`config.mk`:
```
export PLATFORM = sky130hd
export DESIGN_NAME = aoc_config_bank
export DESIGN_NICKNAME = d
export VERILOG_FILES = /design/src/rtl/aoc_pkg.sv /design/src/rtl/aoc_config_bank.sv /design/src/rtl/aoc_stop_decode.sv
export SDC_FILE = /design/constraint.sdc
export NUM_CORES = 1
export LEC_CHECK = 0
export BUFFER_PORTS_ARGS = -buffer_cell sky130_fd_sc_hd__buf_2
export CORE_MARGIN = 8
export CORE_UTILIZATION = 40
export CTS_BUF_LIST = sky130_fd_sc_hd__clkbuf_2 sky130_fd_sc_hd__clkbuf_4 sky130_fd_sc_hd__clkbuf_8
export CTS_CLUSTER_DIAMETER = 30
export DETAILED_ROUTE_END_ITERATION = 16
export PLACE_DENSITY = 0.58
export SKIP_LAST_GASP = 1
export SLEW_MARGIN = 10
export SYNTH_ARGS = -nofsm -noshare
export SYNTH_HDL_FRONTEND = slang
export SYNTH_SLANG_ARGS = --single-unit
```
`constraint.sdc`:
```
create_clock -name clk_sys -period 2.9 [get_ports clk_sys]
set_input_delay 0.145 -clock clk_sys [delete_from_list [all_inputs] [get_ports clk_sys]]
set_output_delay 0.145 -clock clk_sys [all_outputs]
set_load 0.1 [all_outputs]
```
`src/rtl/aoc_pkg.sv`:
```
// Constants and types for the analog output start-up configuration bank.
// Assumes one system clock; the host reaches the bank over a word-wide parameter port.
package aoc_pkg;

    // ------------------------------------------------------------------
    // Parameter port indices
    // ------------------------------------------------------------------
    localparam int         IDX_W          = 4;
    localparam logic [3:0] IDX_MODE       = 4'h0;
    localparam logic [3:0] IDX_ENABLE     = 4'h1;
    localparam logic [3:0] IDX_RANGE      = 4'h2;
    localparam logic [3:0] IDX_STOP_FIRST = 4'h3;

    // ------------------------------------------------------------------
    // Field layouts and codes
    // ------------------------------------------------------------------
    localparam int          NUM_CH       = 8;
    localparam int          FULL_MODEL   = 8;
    localparam logic [15:0] ENABLE_MASK  = 16'h00FF;
    localparam logic [7:0]  MODE_NORMAL  = 8'h00;
    localparam logic [7:0]  MODE_ADJUST  = 8'hC1;
    localparam logic [7:0]  STOP_CLEAR   = 8'h00;
    localparam logic [7:0]  STOP_HOLD    = 8'h01;
    localparam logic [7:0]  STOP_MAX     = 8'h02;

    // ------------------------------------------------------------------
    // Reset values
    // ------------------------------------------------------------------
    localparam logic [15:0] RESET_ENABLE = 16'h0000;
    localparam logic [15:0] RESET_RANGE  = 16'h0000;
    localparam logic [15:0] READ_ZERO    = 16'h0000;

    typedef logic [NUM_CH-1:0][7:0] aoc_stop_t;

    typedef struct packed {
        logic [7:0]        modeSel;
        logic [15:0]       enableWord;
        logic [15:0]       rangeWord;
        aoc_stop_t         stopSel;
        logic [7:0]        actMode;
        logic [NUM_CH-1:0] actEnable;
        logic [15:0]       actRange;
        aoc_stop_t         actStop;
        logic              actAdjust;
        logic              loadPending;
        logic              swMeta;
        logic              swSync;
        logic [15:0]       readData;
        logic              readValid;
    } aoc_state_s;

endpackage

```
`src/rtl/aoc_config_bank.sv`:
```
// Start-up configuration bank of a multi-channel analog output unit.
// Assumes the host parameter port and unitRestart are on clk_sys; the mode switch is a pin.
//
// Summary of operation
// - On eight-channel models mode code 00h selects normal and C1h selects adjustment.
// - On two- and four-channel models the mode comes from the front-panel switch.
// - Written settings take effect only at reset or unit restart, never on a plain write.
// - The enable word holds one bit per channel, output 1 at bit 0 to output 8 at bit 7.
// - Each channel's stop code selects clear (0), hold last (1) or maximum (2).
// - Outputs 3 and 4 exist on four- and eight-channel models, 5 to 8 on eight only.
// - A single 16-bit range word is kept, readable and writable by the host.
// - Configuration moves from host copy into the unit only at reset or restart.
`timescale 1ns/1ns
module aoc_config_bank #(
    parameter int CHANNEL_COUNT = 8
) (
    input  wire logic                       clk_sys,
    input  wire logic                       resetn,
    input  wire logic                       unitRestart,
    input  wire logic                       modeSwitchPin,
    input  wire logic                       paramWrite,
    input  wire logic                       paramRead,
    input  wire logic [aoc_pkg::IDX_W-1:0]  paramIndex,
    input  wire logic [15:0]                paramWriteData,
    output logic      [15:0]                paramReadData,
    output logic                            paramReadValid,
    output logic                            adjustMode,
    output logic      [aoc_pkg::NUM_CH-1:0] channelEnable,
    output logic      [15:0]                outputRange,
    output logic      [aoc_pkg::NUM_CH-1:0] clearOnStop,
    output logic      [aoc_pkg::NUM_CH-1:0] holdOnStop,
    output logic      [aoc_pkg::NUM_CH-1:0] maxOnStop,
    output logic                            configError
);
    import aoc_pkg::*;

    aoc_state_s        st;
    aoc_state_s        next_st;
    logic [NUM_CH-1:0] chPresent;
    logic [NUM_CH-1:0] codeBad;
    logic              modeBad;

    // ------------------------------------------------------------------
    // Model channel map
    // ------------------------------------------------------------------
    always_comb begin
        for (int i = 0; i < NUM_CH; i++) begin
            chPresent[i] = (i < CHANNEL_COUNT);
        end
    end

    // ------------------------------------------------------------------
    // Host copy, load into active configuration, read-back
    // ------------------------------------------------------------------
    always_comb begin
        next_st = st;

        // Pin passes two flops before anything looks at it
        next_st.swMeta = modeSwitchPin;
        next_st.swSync = st.swMeta;

        if (paramWrite) begin
            if (paramIndex == IDX_MODE) begin
                next_st.modeSel = paramWriteData[7:0];
            end
            if (paramIndex == IDX_ENABLE) begin
                next_st.enableWord = paramWriteData & ENABLE_MASK;
            end
            if (paramIndex == IDX_RANGE) begin
                next_st.rangeWord = paramWriteData;
            end
            for (int i = 0; i < NUM_CH; i++) begin
                if (paramIndex == IDX_STOP_FIRST + IDX_W'(i)) begin
                    next_st.stopSel[i] = paramWriteData[7:0];
                end
            end
        end

        // Read answer one cycle later; the host reads its own copy
        next_st.readValid = paramRead;
        next_st.readData  = READ_ZERO;
        if (paramRead) begin
            if (paramIndex == IDX_MODE) begin
                next_st.readData = {8'h00, st.modeSel};
            end
            if (paramIndex == IDX_ENABLE) begin
                next_st.readData = st.enableWord & ENABLE_MASK;
            end
            if (paramIndex == IDX_RANGE) begin
                next_st.readData = st.rangeWord;
            end
            for (int i = 0; i < NUM_CH; i++) begin
                if (paramIndex == IDX_STOP_FIRST + IDX_W'(i)) begin
                    next_st.readData = {8'h00, st.stopSel[i]};
                end
            end
        end

        // Load uses the host copy as it stood before this cycle's write
        next_st.loadPending = unitRestart;
        if (st.loadPending) begin
            next_st.actMode  = st.modeSel;
            next_st.actRange = st.rangeWord;
            for (int i = 0; i < NUM_CH; i++) begin
                next_st.actEnable[i] = st.enableWord[i] & chPresent[i];
                next_st.actStop[i]   = st.stopSel[i];
            end
            if (CHANNEL_COUNT == FULL_MODEL) begin
                next_st.actAdjust = (st.modeSel == MODE_ADJUST);
            end else begin
                next_st.actAdjust = st.swSync;
            end
        end
    end

    // Load is pending out of reset so the first edge after release applies the copy
    always_ff @(posedge clk_sys or negedge resetn) begin
        if (!resetn) begin
            st             <= '0;
            st.loadPending <= 1'b1;
        end else begin
            st <= next_st;
        end
    end

    // ------------------------------------------------------------------
    // Per-channel stop-state decode
    // ------------------------------------------------------------------
    for (genvar g = 0; g < NUM_CH; g++) begin : gStop
        aoc_stop_decode uDecode (
            .chPresent   (chPresent[g]),
            .chEnable    (st.actEnable[g]),
            .code        (st.actStop[g]),
            .clearOnStop (clearOnStop[g]),
            .holdOnStop  (holdOnStop[g]),
            .maxOnStop   (maxOnStop[g]),
            .codeBad     (codeBad[g])
        );
    end

    // On eight-channel models undefined mode codes run as normal but are flagged
    assign modeBad = (CHANNEL_COUNT == FULL_MODEL)
                   && (st.actMode != MODE_NORMAL) && (st.actMode != MODE_ADJUST);

    assign adjustMode     = st.actAdjust;
    assign channelEnable  = st.actEnable;
    assign outputRange    = st.actRange;
    assign paramReadData  = st.readData;
    assign paramReadValid = st.readValid;
    assign configError    = modeBad | (|codeBad);

endmodule

```
`src/rtl/aoc_stop_decode.sv`:
```
// One channel's decode of its active stop-state code into one-hot controls.
// Assumes the code and the enable come from registered active configuration.
`timescale 1ns/1ns
module aoc_stop_decode (
    input  wire logic       chPresent,
    input  wire logic       chEnable,
    input  wire logic [7:0] code,
    output logic            clearOnStop,
    output logic            holdOnStop,
    output logic            maxOnStop,
    output logic            codeBad
);
    import aoc_pkg::*;

    always_comb begin
        clearOnStop = 1'b0;
        holdOnStop  = 1'b0;
        maxOnStop   = 1'b0;
        codeBad     = 1'b0;
        if (chPresent && chEnable) begin
            unique case (code)
                STOP_CLEAR: clearOnStop = 1'b1;
                STOP_HOLD:  holdOnStop  = 1'b1;
                STOP_MAX:   maxOnStop   = 1'b1;
                default: begin
                    // Unknown code falls back to clearing, the safest output
                    clearOnStop = 1'b1;
                    codeBad     = 1'b1;
                end
            endcase
        end
    end

endmodule

```
==> out/metrics.csv, run 1 <==
stage,metric,value,unit
route,DR WL met3,1328,um
cts,Skew-Pair Late Insertion Delay,0.54,ns
route,routed vias,5997,
timing,Slew @ Worst Pin,0.7324,ns
power_and_ir_drop,Leak Pwr,5.030,nW
critical_path,Startpoint Class,register,
floorplanning,core area,0.02403,mm2
global_route,first-pass GRT wire length,36520,um
cells_and_area,Area Overhead vs Synth,16.00,%
route,Antenna Nets Post-Route,0,
route,iteration-0 DRC count of the detailed router,422,
timing,Final Skew,0.02105,ns
cts,CTS tree,done,
global_route,Total GRT Usage,0.1615,
worst_hold_path,HP Start,paramWriteData[2],
cells_and_area,ratio of cells with drive above 1 in the final layout,0.4964,
critical_path,Worst Setup End Kind,primary output,
worst_hold_path,HP Class,primary input to register,
yosys,Post-synth EDFFs,0,
critical_path,critical path type,register to primary output,
yosys,Yosys top cell by area,dfrtp_1,
worst_hold_path,Hold Crit Depth,2,
timing,Final setup viols,0,
yosys,Syn Inst Count,728,
critical_path,R2R Path Start,st[19]$_DFF_PN1_,
cells_and_area,Post-layout nets,814,
route,# DRC,0,
cts,total CTS buffers,49,
global_route,GR Overflow Total,0,
cts,H-tree Lvls,2,
timing,Max Fclk,357.9,MHz
route,routed length per instance,20.16,um
route,Total Wirelength,23180,um
critical_path,Worst EP required,2.76,ns
status,status,"finished, final reports clean",
timing,Max Slew Vio Count,0,
yosys,ys flop type,dfrtp_1,
cells_and_area,most frequent cells in the layout,"dfrtp_1, mux2_2, buf_2, clkbuf_8, nand2_1",
critical_path,critical path launch point,st[84]$_DFFE_PN0P_,
floorplanning,IO Pins,93,
timing,setup_tns,0,ns
yosys,proportion of netlist area held by the largest area contributor,0.5430,
cts,Clock Tree Buf Depth,3,
place,Buffers on Ports,91,
yosys,"flops & latches, synth",211,
place,dpl cells,1050,
route,DR WL met2,10770,um
floorplanning,die area,0.02943,mm2
route,DR pass1 iterations,5,
yosys,yosys warns,0,
cts,post-CTS setup buffers,0,
route,M1 WL,10480,um
route,uppermost layer routed,met4,
place,DPL Wire Length,16080,um
power_and_ir_drop,Worst VDD drop,0.5044,mV
global_route,vias in the first global route,6405,
yosys,"Cell Area, Synth",0.009678,mm2
cts,CTS root buffer,clkbuf_8,
floorplanning,initial core utilization,0.4027,
timing,relative slew slack,0.5117,
timing,number of hold violations in the final report,0,
cts,clk sinks,211,
yosys,Area contributors post-synth,"dfrtp_1, mux2_2, buf_4",
place,GP Congestion,0.8128,
route,vias per inst,5.215,
yosys,count of cell types in the netlist,53,
yosys,"Avg Cell Area, Syn",13.29,um2
yosys,sequential-to-total area share from yosys stat,0.5457,
floorplanning,FP Rows,57,
cells_and_area,"commonest non-fill, non-tap cell in the layout",dfrtp_1,
critical_path,largest fanout on the critical path,3,
run,MaxCap Viol Count,0,
yosys,share of flip-flops with an asynchronous set or reset,1.000,
critical_path,Reg2Reg Depth,2,
yosys,syn_nets,754,
global_route,pin count of the biggest net entering global routing,76,
power_and_ir_drop,Pwr per Cell Area,933.8,mW/mm2
floorplanning,die width,171.5,um
cells_and_area,ant diodes,0,
critical_path,Worst Path Arrival,2.65,ns
cts,clock-pin slew on the worst setup and hold paths,0.05,ns
timing,fin crit share,0.9634,
cells_and_area,final std cells w/o fill,1150,
timing,min Tclk post-route,2.794,ns
global_route,initial antenna violation count,0,
floorplanning,chip height,171.5,um
timing,RSZ-0062 raised after global routing,false,
-- cell type report --
cell class | instances | area [um2]
repair buffers | 112 | 696.9
clock inverters | 23 | 242.7
inverters | 5 | 18.77
fillers | 2106 | 12810
well taps | 324 | 405.4
clock buffers | 66 | 839.6
multi-input cells | 409 | 3739
flip-flops and latches | 211 | 5285
-- worst max-delay path: stages (launching register included) --
cell	delay, ns
dfrtp_1	0.37
nor2_1	0.19
nand4_1	0.23
a222oi_1	0.57
or4b_4	0.55
buf_8	0.19
-- per-layer routing --
layer / GRT usage / up-vias
met5: 0 / -
met4: 0.06503 / 0
met3: 0.03282 / 50
met2: 0.2503 / 171
met1: 0.2190 / 3072
li1: - / 2704
-- Yosys cell counts (5+ instances only) --
master and n:
nand4_1 9, mux4_2 7, and2_1 7, o22ai_1 9, nor2_1 17, nand2_1 26
nand2b_1 5, inv_1 5, a22oi_1 6, xor2_1 8, nor2b_1 12, o21ai_0 9
a22o_1 5, clkbuf_1 24, nor3b_1 18, a21boi_0 7, mux2i_1 6, o2bb2ai_1 5
a31oi_1 6, buf_4 65, dfrtp_1 210, mux2_2 196, buf_2 13
-- registers in the layout, summed over array words and instances, names as in the netlist --
name            flops
adjustMode          1
channelEnable       8
outputRange        16
paramReadData      16
paramReadValid      1
st                169
-- cells by family after synthesis --
| kind of cell | synth area share |
|---|---|
| flip-flops | 0.5457 |
| multiplexers | 0.2505 |
| AND/OR/NAND/NOR | 0.07330 |
| buffers and inverters | 0.06955 |
| AO/OA/AOI/OAI | 0.05365 |
| XOR/XNOR | 0.007240 |
-- metrics by stage --
| stage | hold WS, ns | util | cell area (um2) | power (mW) | worst slack [ns] |
|---|---|---|---|---|---|
| floorplan | -0.1506 | - | 9678 | 6.378 | 0.6975 |
| global placement | 0.2036 | 0.4165 | 10010 | 6.780 | 0.4714 |
| detailed placement | 0.2224 | 0.4165 | 10010 | 6.873 | 0.4575 |
| CTS | 0.03818 | 0.4665 | 11210 | 10.61 | 0.01471 |
| global route | 0.06117 | 0.4671 | 11230 | 11.00 | 0.02139 |
| finish | 0.07679 | 0.4671 | 11230 | 10.48 | 0.1060 |
-- power by group --
part | switching, mW | internal [mW]
registers | 0.590 | 3.65
clock network | 1.39 | 2.25
logic | 1.70 | 0.902
total | 3.68 | 6.80
-- what timing repair did --
item | 4_1_cts | 5_1_grt
pin swaps | 1 | 3
endpoints found under the setup margin | 1 | 1
hold buffers | 11 | 0
endpoints found under the hold margin | 88 | 0
resized for setup | 3 | 4
-- path summary, 6_finish.rpt --
kind                       slack (ns)                          to
hold / removal                   0.08         st[135]$_DFFE_PN0P_
setup / recovery                 0.11                 configError
setup reg to reg                 1.08          st[72]$_DFFE_PN0P_
min in group asynchronous        0.19         st[195]$_DFFE_PN0P_
hold reg to reg                  0.50  outputRange[2]$_DFFE_PN0P_
max in group asynchronous        1.88         st[159]$_DFFE_PN0P_
Power figures use the tool's default switching activity.
==> inputs of run 2 (changes only) <==
Settings changed: CTS_BUF_LIST sky130_fd_sc_hd__clkbuf_2 sky130_fd_sc_hd__clkbuf_4 sky130_fd_sc_hd__clkbuf_8 to not set.
==> run 2 against run 1 <==
Compared with the run above:
- combinational power barely moved
- hold slack improved by 0.0025 ns
- final area rose by 4.2%
- non-clock buffer count did not move
- clock skew fell by 0.0031 ns
- register-to-register slack barely moved
- via count barely moved
- cell count fell by 0.17%
- sequential share of layout area fell by 1.9 points
- utilization rose by 1.9 points
- die area did not move
- critical endpoint unchanged
- highest routed layer unchanged
==> out/metrics.csv, run 2 (same netlist as run 1, synthesis figures left out) <==
stage,metric,value,unit,change
cts,H-tree Lvls,2,,unchanged
timing,Slew @ Worst Pin,0.7281,ns,-0.004264 ns
cells_and_area,register area,0.005285,mm2,unchanged
worst_hold_path,HP Class,primary input to register,,
timing,fin crit share,0.9595,,-0.003883
power_and_ir_drop,Pint,8.009,mW,+18%
cells_and_area,area of the multi-input gates,0.003731,mm2,-0.20%
timing,Max Slew Vio Count,0,,unchanged
floorplanning,chip height,171.5,um,unchanged
power_and_ir_drop,switching share of power,0.3308,,-0.02015
cells_and_area,most frequent cells in the layout,"dfrtp_1, mux2_2, buf_2, clkbuf_16, nand2_1",,
route,routed vias,5994,,-0.050%
global_route,first-pass GRT wire length,36990,um,+1.3%
global_route,initial antenna violation count,0,,unchanged
global_route,pin count of the biggest net entering global routing,76,,unchanged
critical_path,Worst Setup End Kind,primary output,,
worst_hold_path,HP Start,paramWriteData[2],,
timing,min Tclk post-route,2.783,ns,-0.01126 ns
place,Buffers on Ports,91,,unchanged
run,MaxCap Viol Count,0,,unchanged
worst_hold_path,Hold Crit Depth,2,,unchanged
global_route,Total GRT Usage,0.1639,,+0.002365
floorplanning,FP Rows,57,,unchanged
status,status,"finished, final reports clean",,
timing,Final setup viols,0,,unchanged
place,GP Congestion,0.8128,,unchanged
floorplanning,core area,0.02403,mm2,unchanged
route,# DRC,0,,unchanged
power_and_ir_drop,switching pwr,3.959,mW,+7.6%
cts,total CTS buffers,48,,-2.0%
timing,setup_tns,0,ns,unchanged
critical_path,R2R Path Start,st[19]$_DFF_PN1_,,
cells_and_area,"Most flops, register",st,,
floorplanning,die area,0.02943,mm2,unchanged
power_and_ir_drop,Worst VDD drop,0.5848,mV,+16%
cts,Skew-Pair Late Insertion Delay,0.53,ns,about the same
timing,relative slew slack,0.5146,,+0.002842
route,DR pass1 iterations,4,,-1
critical_path,critical path type,register to primary output,,
power_and_ir_drop,Reg power frac,0.355,,-0.049
route,vias per inst,5.221,,+0.12%
critical_path,Worst Path Arrival,2.64,ns,about the same
timing,Final Skew,0.01794,ns,-0.003117 ns
timing,number of hold violations in the final report,0,,unchanged
critical_path,RR Endpoint,channelEnable[6]$_DFFE_PN0P_,,
floorplanning,die width,171.5,um,unchanged
cts,CTS tree,done,,
place,DPL Wire Length,16080,um,unchanged
cts,clk sinks,211,,unchanged
worst_hold_path,Hold EP,st[135]$_DFFE_PN0P_,,
route,Antenna Nets Post-Route,0,,unchanged
cells_and_area,ant diodes,0,,unchanged
route,Total Wirelength,23470,um,+1.3%
critical_path,largest fanout on the critical path,2,,-1
cts,Clock Tree Buf Depth,3,,unchanged
floorplanning,IO Pins,93,,unchanged
cells_and_area,Area Overhead vs Synth,20.84,%,
cells_and_area,"commonest non-fill, non-tap cell in the layout",dfrtp_1,,
critical_path,Startpoint Class,register,,
critical_path,reg2reg setup slack,1.08,ns,about the same
cells_and_area,Post-layout nets,813,,-0.12%
cts,clock-pin slew on the worst setup and hold paths,0.04,ns,about the same
critical_path,Reg2Reg Depth,2,,unchanged
timing,Max Fclk,359.4,MHz,+0.40%
global_route,GR Overflow Total,0,,unchanged
critical_path,Worst EP required,2.76,ns,about the same
cells_and_area,post-route cell area,0.01170,mm2,+4.2%
cts,CTS root buffer,clkbuf_16,,
power_and_ir_drop,Pwr per Cell Area,1023,mW/mm2,+9.6%
floorplanning,initial core utilization,0.4027,,unchanged
power_and_ir_drop,Leak Pwr,5.234,nW,+4.1%
route,iteration-0 DRC count of the detailed router,412,,-2.4%
timing,RSZ-0062 raised after global routing,false,,
power_and_ir_drop,Gate power share,0.217,,-0.031
global_route,vias in the first global route,6482,,+1.2%
cells_and_area,Fill cells,2060,,-2.2%
cells_and_area,max reg flops,169,,unchanged
place,Post-DP Area,0.01001,mm2,unchanged
power_and_ir_drop,clock network power share,0.428,,+0.080
route,routed length per instance,20.45,um,+1.4%
cells_and_area,ratio of cells with drive above 1 in the final layout,0.4818,,-0.01457
==> run 2: cell count changes in the layout (fill, tap and decap cells not counted), sizes merged <==
cell / previous run / this run
clkinvlp: 8 / 5
clkinv: 11 / 13
clkbuf: 67 / 63
bufinv: 4 / 3
inv: 5 / 9
==> run 2: metrics by stage <==
step                cells  total power [mW]    util  hold WS, ns  worst slack (ns)
global route         1148             12.48  0.4866      0.08918           0.02001
global placement     1050             6.780  0.4165       0.2036            0.4714
detailed placement   1050             6.873  0.4165       0.2224            0.4575
floorplan             728             6.378       -      -0.1506            0.6975
finish               1148             11.97  0.4866      0.07926            0.1173
CTS                  1148             12.07  0.4863      0.06814          0.007008
==> run 2: worst max path at each step <==
stage                             startpoint     endpoint  cells past startpoint
final                     st[72]$_DFFE_PN0P_  configError                      5
after global routing      st[72]$_DFFE_PN0P_  configError                      5
after CTS                 st[24]$_DFFE_PN0P_  configError                      5
after detailed placement  st[72]$_DFFE_PN0P_  configError                      5
after global placement    st[72]$_DFFE_PN0P_  configError                      5
after floorplan           st[34]$_DFFE_PN0P_  configError                      4
==> run 2: critical path, cell delays in order (launching register included) <==
cell	delay, ns
dfrtp_1	0.37
or4_1	0.57
o21ai_2	0.24
nand4_1	0.16
or4b_1	0.55
buf_6	0.21
==> run 2: final cells by class <==
type,count,area share
well taps,324,0.03466
clock inverters,25,0.02108
clock buffers,62,0.1124
inverters,5,0.001605
flip-flops and latches,211,0.4519
repair buffers,112,0.05927
multi-input cells,409,0.3190
==> run 2: power by group through the flow <==
stage / Combinational [mW] / Sequential (mW) / Clock [mW]
after floorplan: 2.33 / 4.04 / 0
after global placement: 2.54 / 4.24 / 0
after detailed placement: 2.59 / 4.29 / 0
after CTS: 2.62 / 4.25 / 5.20
after global routing: 2.74 / 4.35 / 5.38
final: 2.60 / 4.25 / 5.12
==> run 2: timing repair <==
action / CTS / global route
hold endpoints to repair: 83 / 0
hold buffers: 11 / 0
resized for setup: 2 / 2
endpoints found under the setup margin: 1 / 1
setup buffers: 0 / 0
pin swaps: 0 / 1
==> run 2: metal layers <==
layer	routed length, um	global-route usage	part of all wire	vias up
li1	-	-	-	2698
met1	10540	0.2224	0.45	3091
met2	10970	0.2560	0.47	159
met3	1374	0.03190	0.059	46
met4	590	0.06314	0.025	0
met5	0	0	0	-
==> inputs of run 3 (changes only) <==
Clock period 2.9 ns to 3.26 ns, I/O delays scaled along.
==> run 3 against run 2 <==
Compared with the run above:
- via count decreased by 0.68%
- non-clock buffer count decreased by 1
- critical path depth unchanged
- largest power group unchanged
- clock skew decreased by 0.0077 ns
- utilization decreased by 0.50 points
==> out/metrics.csv, run 3 (same netlist as run 1, synthesis figures left out) <==
stage,metric,value,unit,change
cts,Skew-Pair Late Insertion Delay,0.51,ns,-0.02 ns
floorplanning,IO Pins,93,,unchanged
timing,Max Slew Vio Count,0,,unchanged
power_and_ir_drop,Pint,6.972,mW,-13%
cts,CTS root buffer,clkbuf_16,,
floorplanning,FP Rows,57,,unchanged
global_route,met1 usage,0.2166,,-0.005802
cts,total CTS buffers,43,,-10%
power_and_ir_drop,Leak Pwr,5.166,nW,-1.3%
route,Total Wirelength,23340,um,-0.58%
global_route,GR Overflow Total,0,,unchanged
cts,H-tree Lvls,2,,unchanged
route,vias per inst,5.236,,+0.28%
cts,post-CTS setup buffers,0,,unchanged
power_and_ir_drop,Worst VDD drop,0.3581,mV,-39%
timing,setup_tns,0,ns,unchanged
floorplanning,die width,171.5,um,unchanged
timing,number of hold violations in the final report,0,,unchanged
floorplanning,chip height,171.5,um,unchanged
timing,fin crit share,0.9234,,
timing,Slew @ Worst Pin,0.9098,ns,+0.1817 ns
power_and_ir_drop,Gate power share,0.221,,+0.004
critical_path,largest fanout on the critical path,2,,unchanged
global_route,busiest grt layer,met2,,
critical_path,critical path type,register to primary output,,
route,routed length per instance,20.53,um,+0.38%
route,routed vias,5953,,-0.68%
critical_path,Worst Path Arrival,2.85,ns,+0.21 ns
floorplanning,initial core utilization,0.4027,,unchanged
critical_path,Startpoint Class,register,,
status,status,"finished, final reports clean",,
cells_and_area,max reg flops,169,,unchanged
critical_path,"Buf+Inv Stages, Crit Path",1,,unchanged
global_route,met2 usage,0.2525,,-0.003449
cts,clk sinks,211,,unchanged
timing,min Tclk post-route,3.010,ns,
power_and_ir_drop,Reg power frac,0.362,,+0.007
critical_path,Reg2Reg Depth,2,,unchanged
cells_and_area,Post-layout nets,807,,-0.74%
cells_and_area,ratio of cells with drive above 1 in the final layout,0.4797,,-0.002091
cells_and_area,most frequent cells in the layout,"dfrtp_1, mux2_2, buf_2, clkbuf_16, nand2_1",,
floorplanning,die area,0.02943,mm2,unchanged
route,iteration-0 DRC count of the detailed router,429,,+4.1%
route,# DRC,0,,unchanged
power_and_ir_drop,switching pwr,3.455,mW,-13%
route,DR pass1 iterations,4,,unchanged
critical_path,slowest cell delay on critical path,0.56,ns,about the same
timing,Max Fclk,332.2,MHz,
critical_path,Worst Setup End Kind,primary output,,
timing,relative slew slack,0.3922,,-0.1224
worst_hold_path,HP Class,primary input to register,,
critical_path,Worst EP required,3.10,ns,+0.34 ns
critical_path,Stages on worst setup path,5,,unchanged
worst_hold_path,Hold Crit Depth,2,,unchanged
place,DPL Wire Length,15890,um,-1.2%
place,GP Congestion,0.8080,,-0.59%
power_and_ir_drop,clock network power share,0.416,,-0.012
cts,clock-pin slew on the worst setup and hold paths,0.05,ns,about the same
cells_and_area,"commonest non-fill, non-tap cell in the layout",dfrtp_1,,
route,Antenna Nets Post-Route,0,,unchanged
critical_path,CP cell instances,or4_1 > o21ai_1 > nand4_1 > or4b_1 > buf_2,,
place,post-place setup slack,0.7712,ns,+0.3137 ns
power_and_ir_drop,switching share of power,0.3314,,+0.0005662
global_route,Total GRT Usage,0.1616,,-0.002280
cts,Clock Tree Buf Depth,3,,unchanged
cells_and_area,ant diodes,0,,unchanged
global_route,initial antenna violation count,0,,unchanged
timing,Final Skew,0.01022,ns,-0.007714 ns
cells_and_area,Area Overhead vs Synth,19.59,%,
global_route,grt met3 use,0.03649,,+0.004590
floorplanning,core area,0.02403,mm2,unchanged
power_and_ir_drop,Pwr per Cell Area,900.9,mW/mm2,-12%
global_route,pin count of the biggest net entering global routing,94,,+24%
global_route,first-pass GRT wire length,36660,um,-0.89%
run,MaxCap Viol Count,0,,unchanged
place,Buffers on Ports,91,,unchanged
critical_path,reg2reg setup slack,1.38,ns,+0.30 ns
cts,CTS tree,done,,
cells_and_area,"Most flops, register",st,,
timing,Final Worst Setup Slack,0.2498,ns,+0.1325 ns
timing,Hold WS,0.1387,ns,+0.05947 ns
timing,RSZ-0062 raised after global routing,false,,
global_route,vias in the first global route,6334,,-2.3%
critical_path,kind of cell adding the most delay to the critical path,simple AND/OR/NAND/NOR gates,,
timing,Final setup viols,0,,unchanged
critical_path,slowest CP cell,or4_1,,
-- run 3: path summary, 6_finish.rpt --
check                                    startpoint                         end
worst max register to register     st[19]$_DFF_PN1_          st[76]$_DFFE_PN0P_
worst min-delay path              paramWriteData[2]         st[127]$_DFFE_PN0P_
worst min register to register  st[190]$_DFFE_PN0P_  paramReadData[9]$_DFF_PN0_
max in group asynchronous                    resetn          st[59]$_DFFE_PN0P_
min in group asynchronous                    resetn  outputRange[8]$_DFFE_PN0P_
worst max-delay path             st[72]$_DFFE_PN0P_                 configError
-- run 3: final cells by class --
cell class	instances	area (um2)
inverters	5	18.77
well taps	324	405.4
clock inverters	24	279.0
multi-input cells	409	3724
flip-flops and latches	211	5285
fillers	2116	12460
clock buffers	53	1195
repair buffers	111	666.9
-- run 3: metrics by stage --
stage          total power, mW  std cells  utilization  cell area [um2]
2_1_floorplan            5.673        728            -             9678
3_3_place_gp             6.027       1049       0.4156             9990
3_5_place_dp             6.109       1049       0.4156             9990
6_report                 10.43       1137       0.4815            11570
4_1_cts                  10.53       1137       0.4815            11570
5_1_grt                  10.88       1137       0.4815            11570
-- run 3: what timing repair did --
action / 4_1_cts / 5_1_grt
resized for setup: 0 / 0
hold endpoints to repair: 99 / 0
hold buffers: 11 / 0
-- run 3: metal layers --
layer / up-vias / routed length (um)
li1: 2680 / -
met2: 171 / 11000
met4: 0 / 570
met3: 35 / 1404
met5: - / 0
met1: 3067 / 10370
-- run 3: power groups by stage --
| stage | Combinational [mW] | Sequential, mW | Clock, mW |
|---|---|---|---|
| 2_1_floorplan | 2.08 | 3.60 | 0 |
| 3_3_place_gp | 2.26 | 3.77 | 0 |
| 3_5_place_dp | 2.30 | 3.81 | 0 |
| 4_1_cts | 2.32 | 3.78 | 4.42 |
| 5_1_grt | 2.44 | 3.87 | 4.57 |
| 6_report | 2.31 | 3.78 | 4.34 |
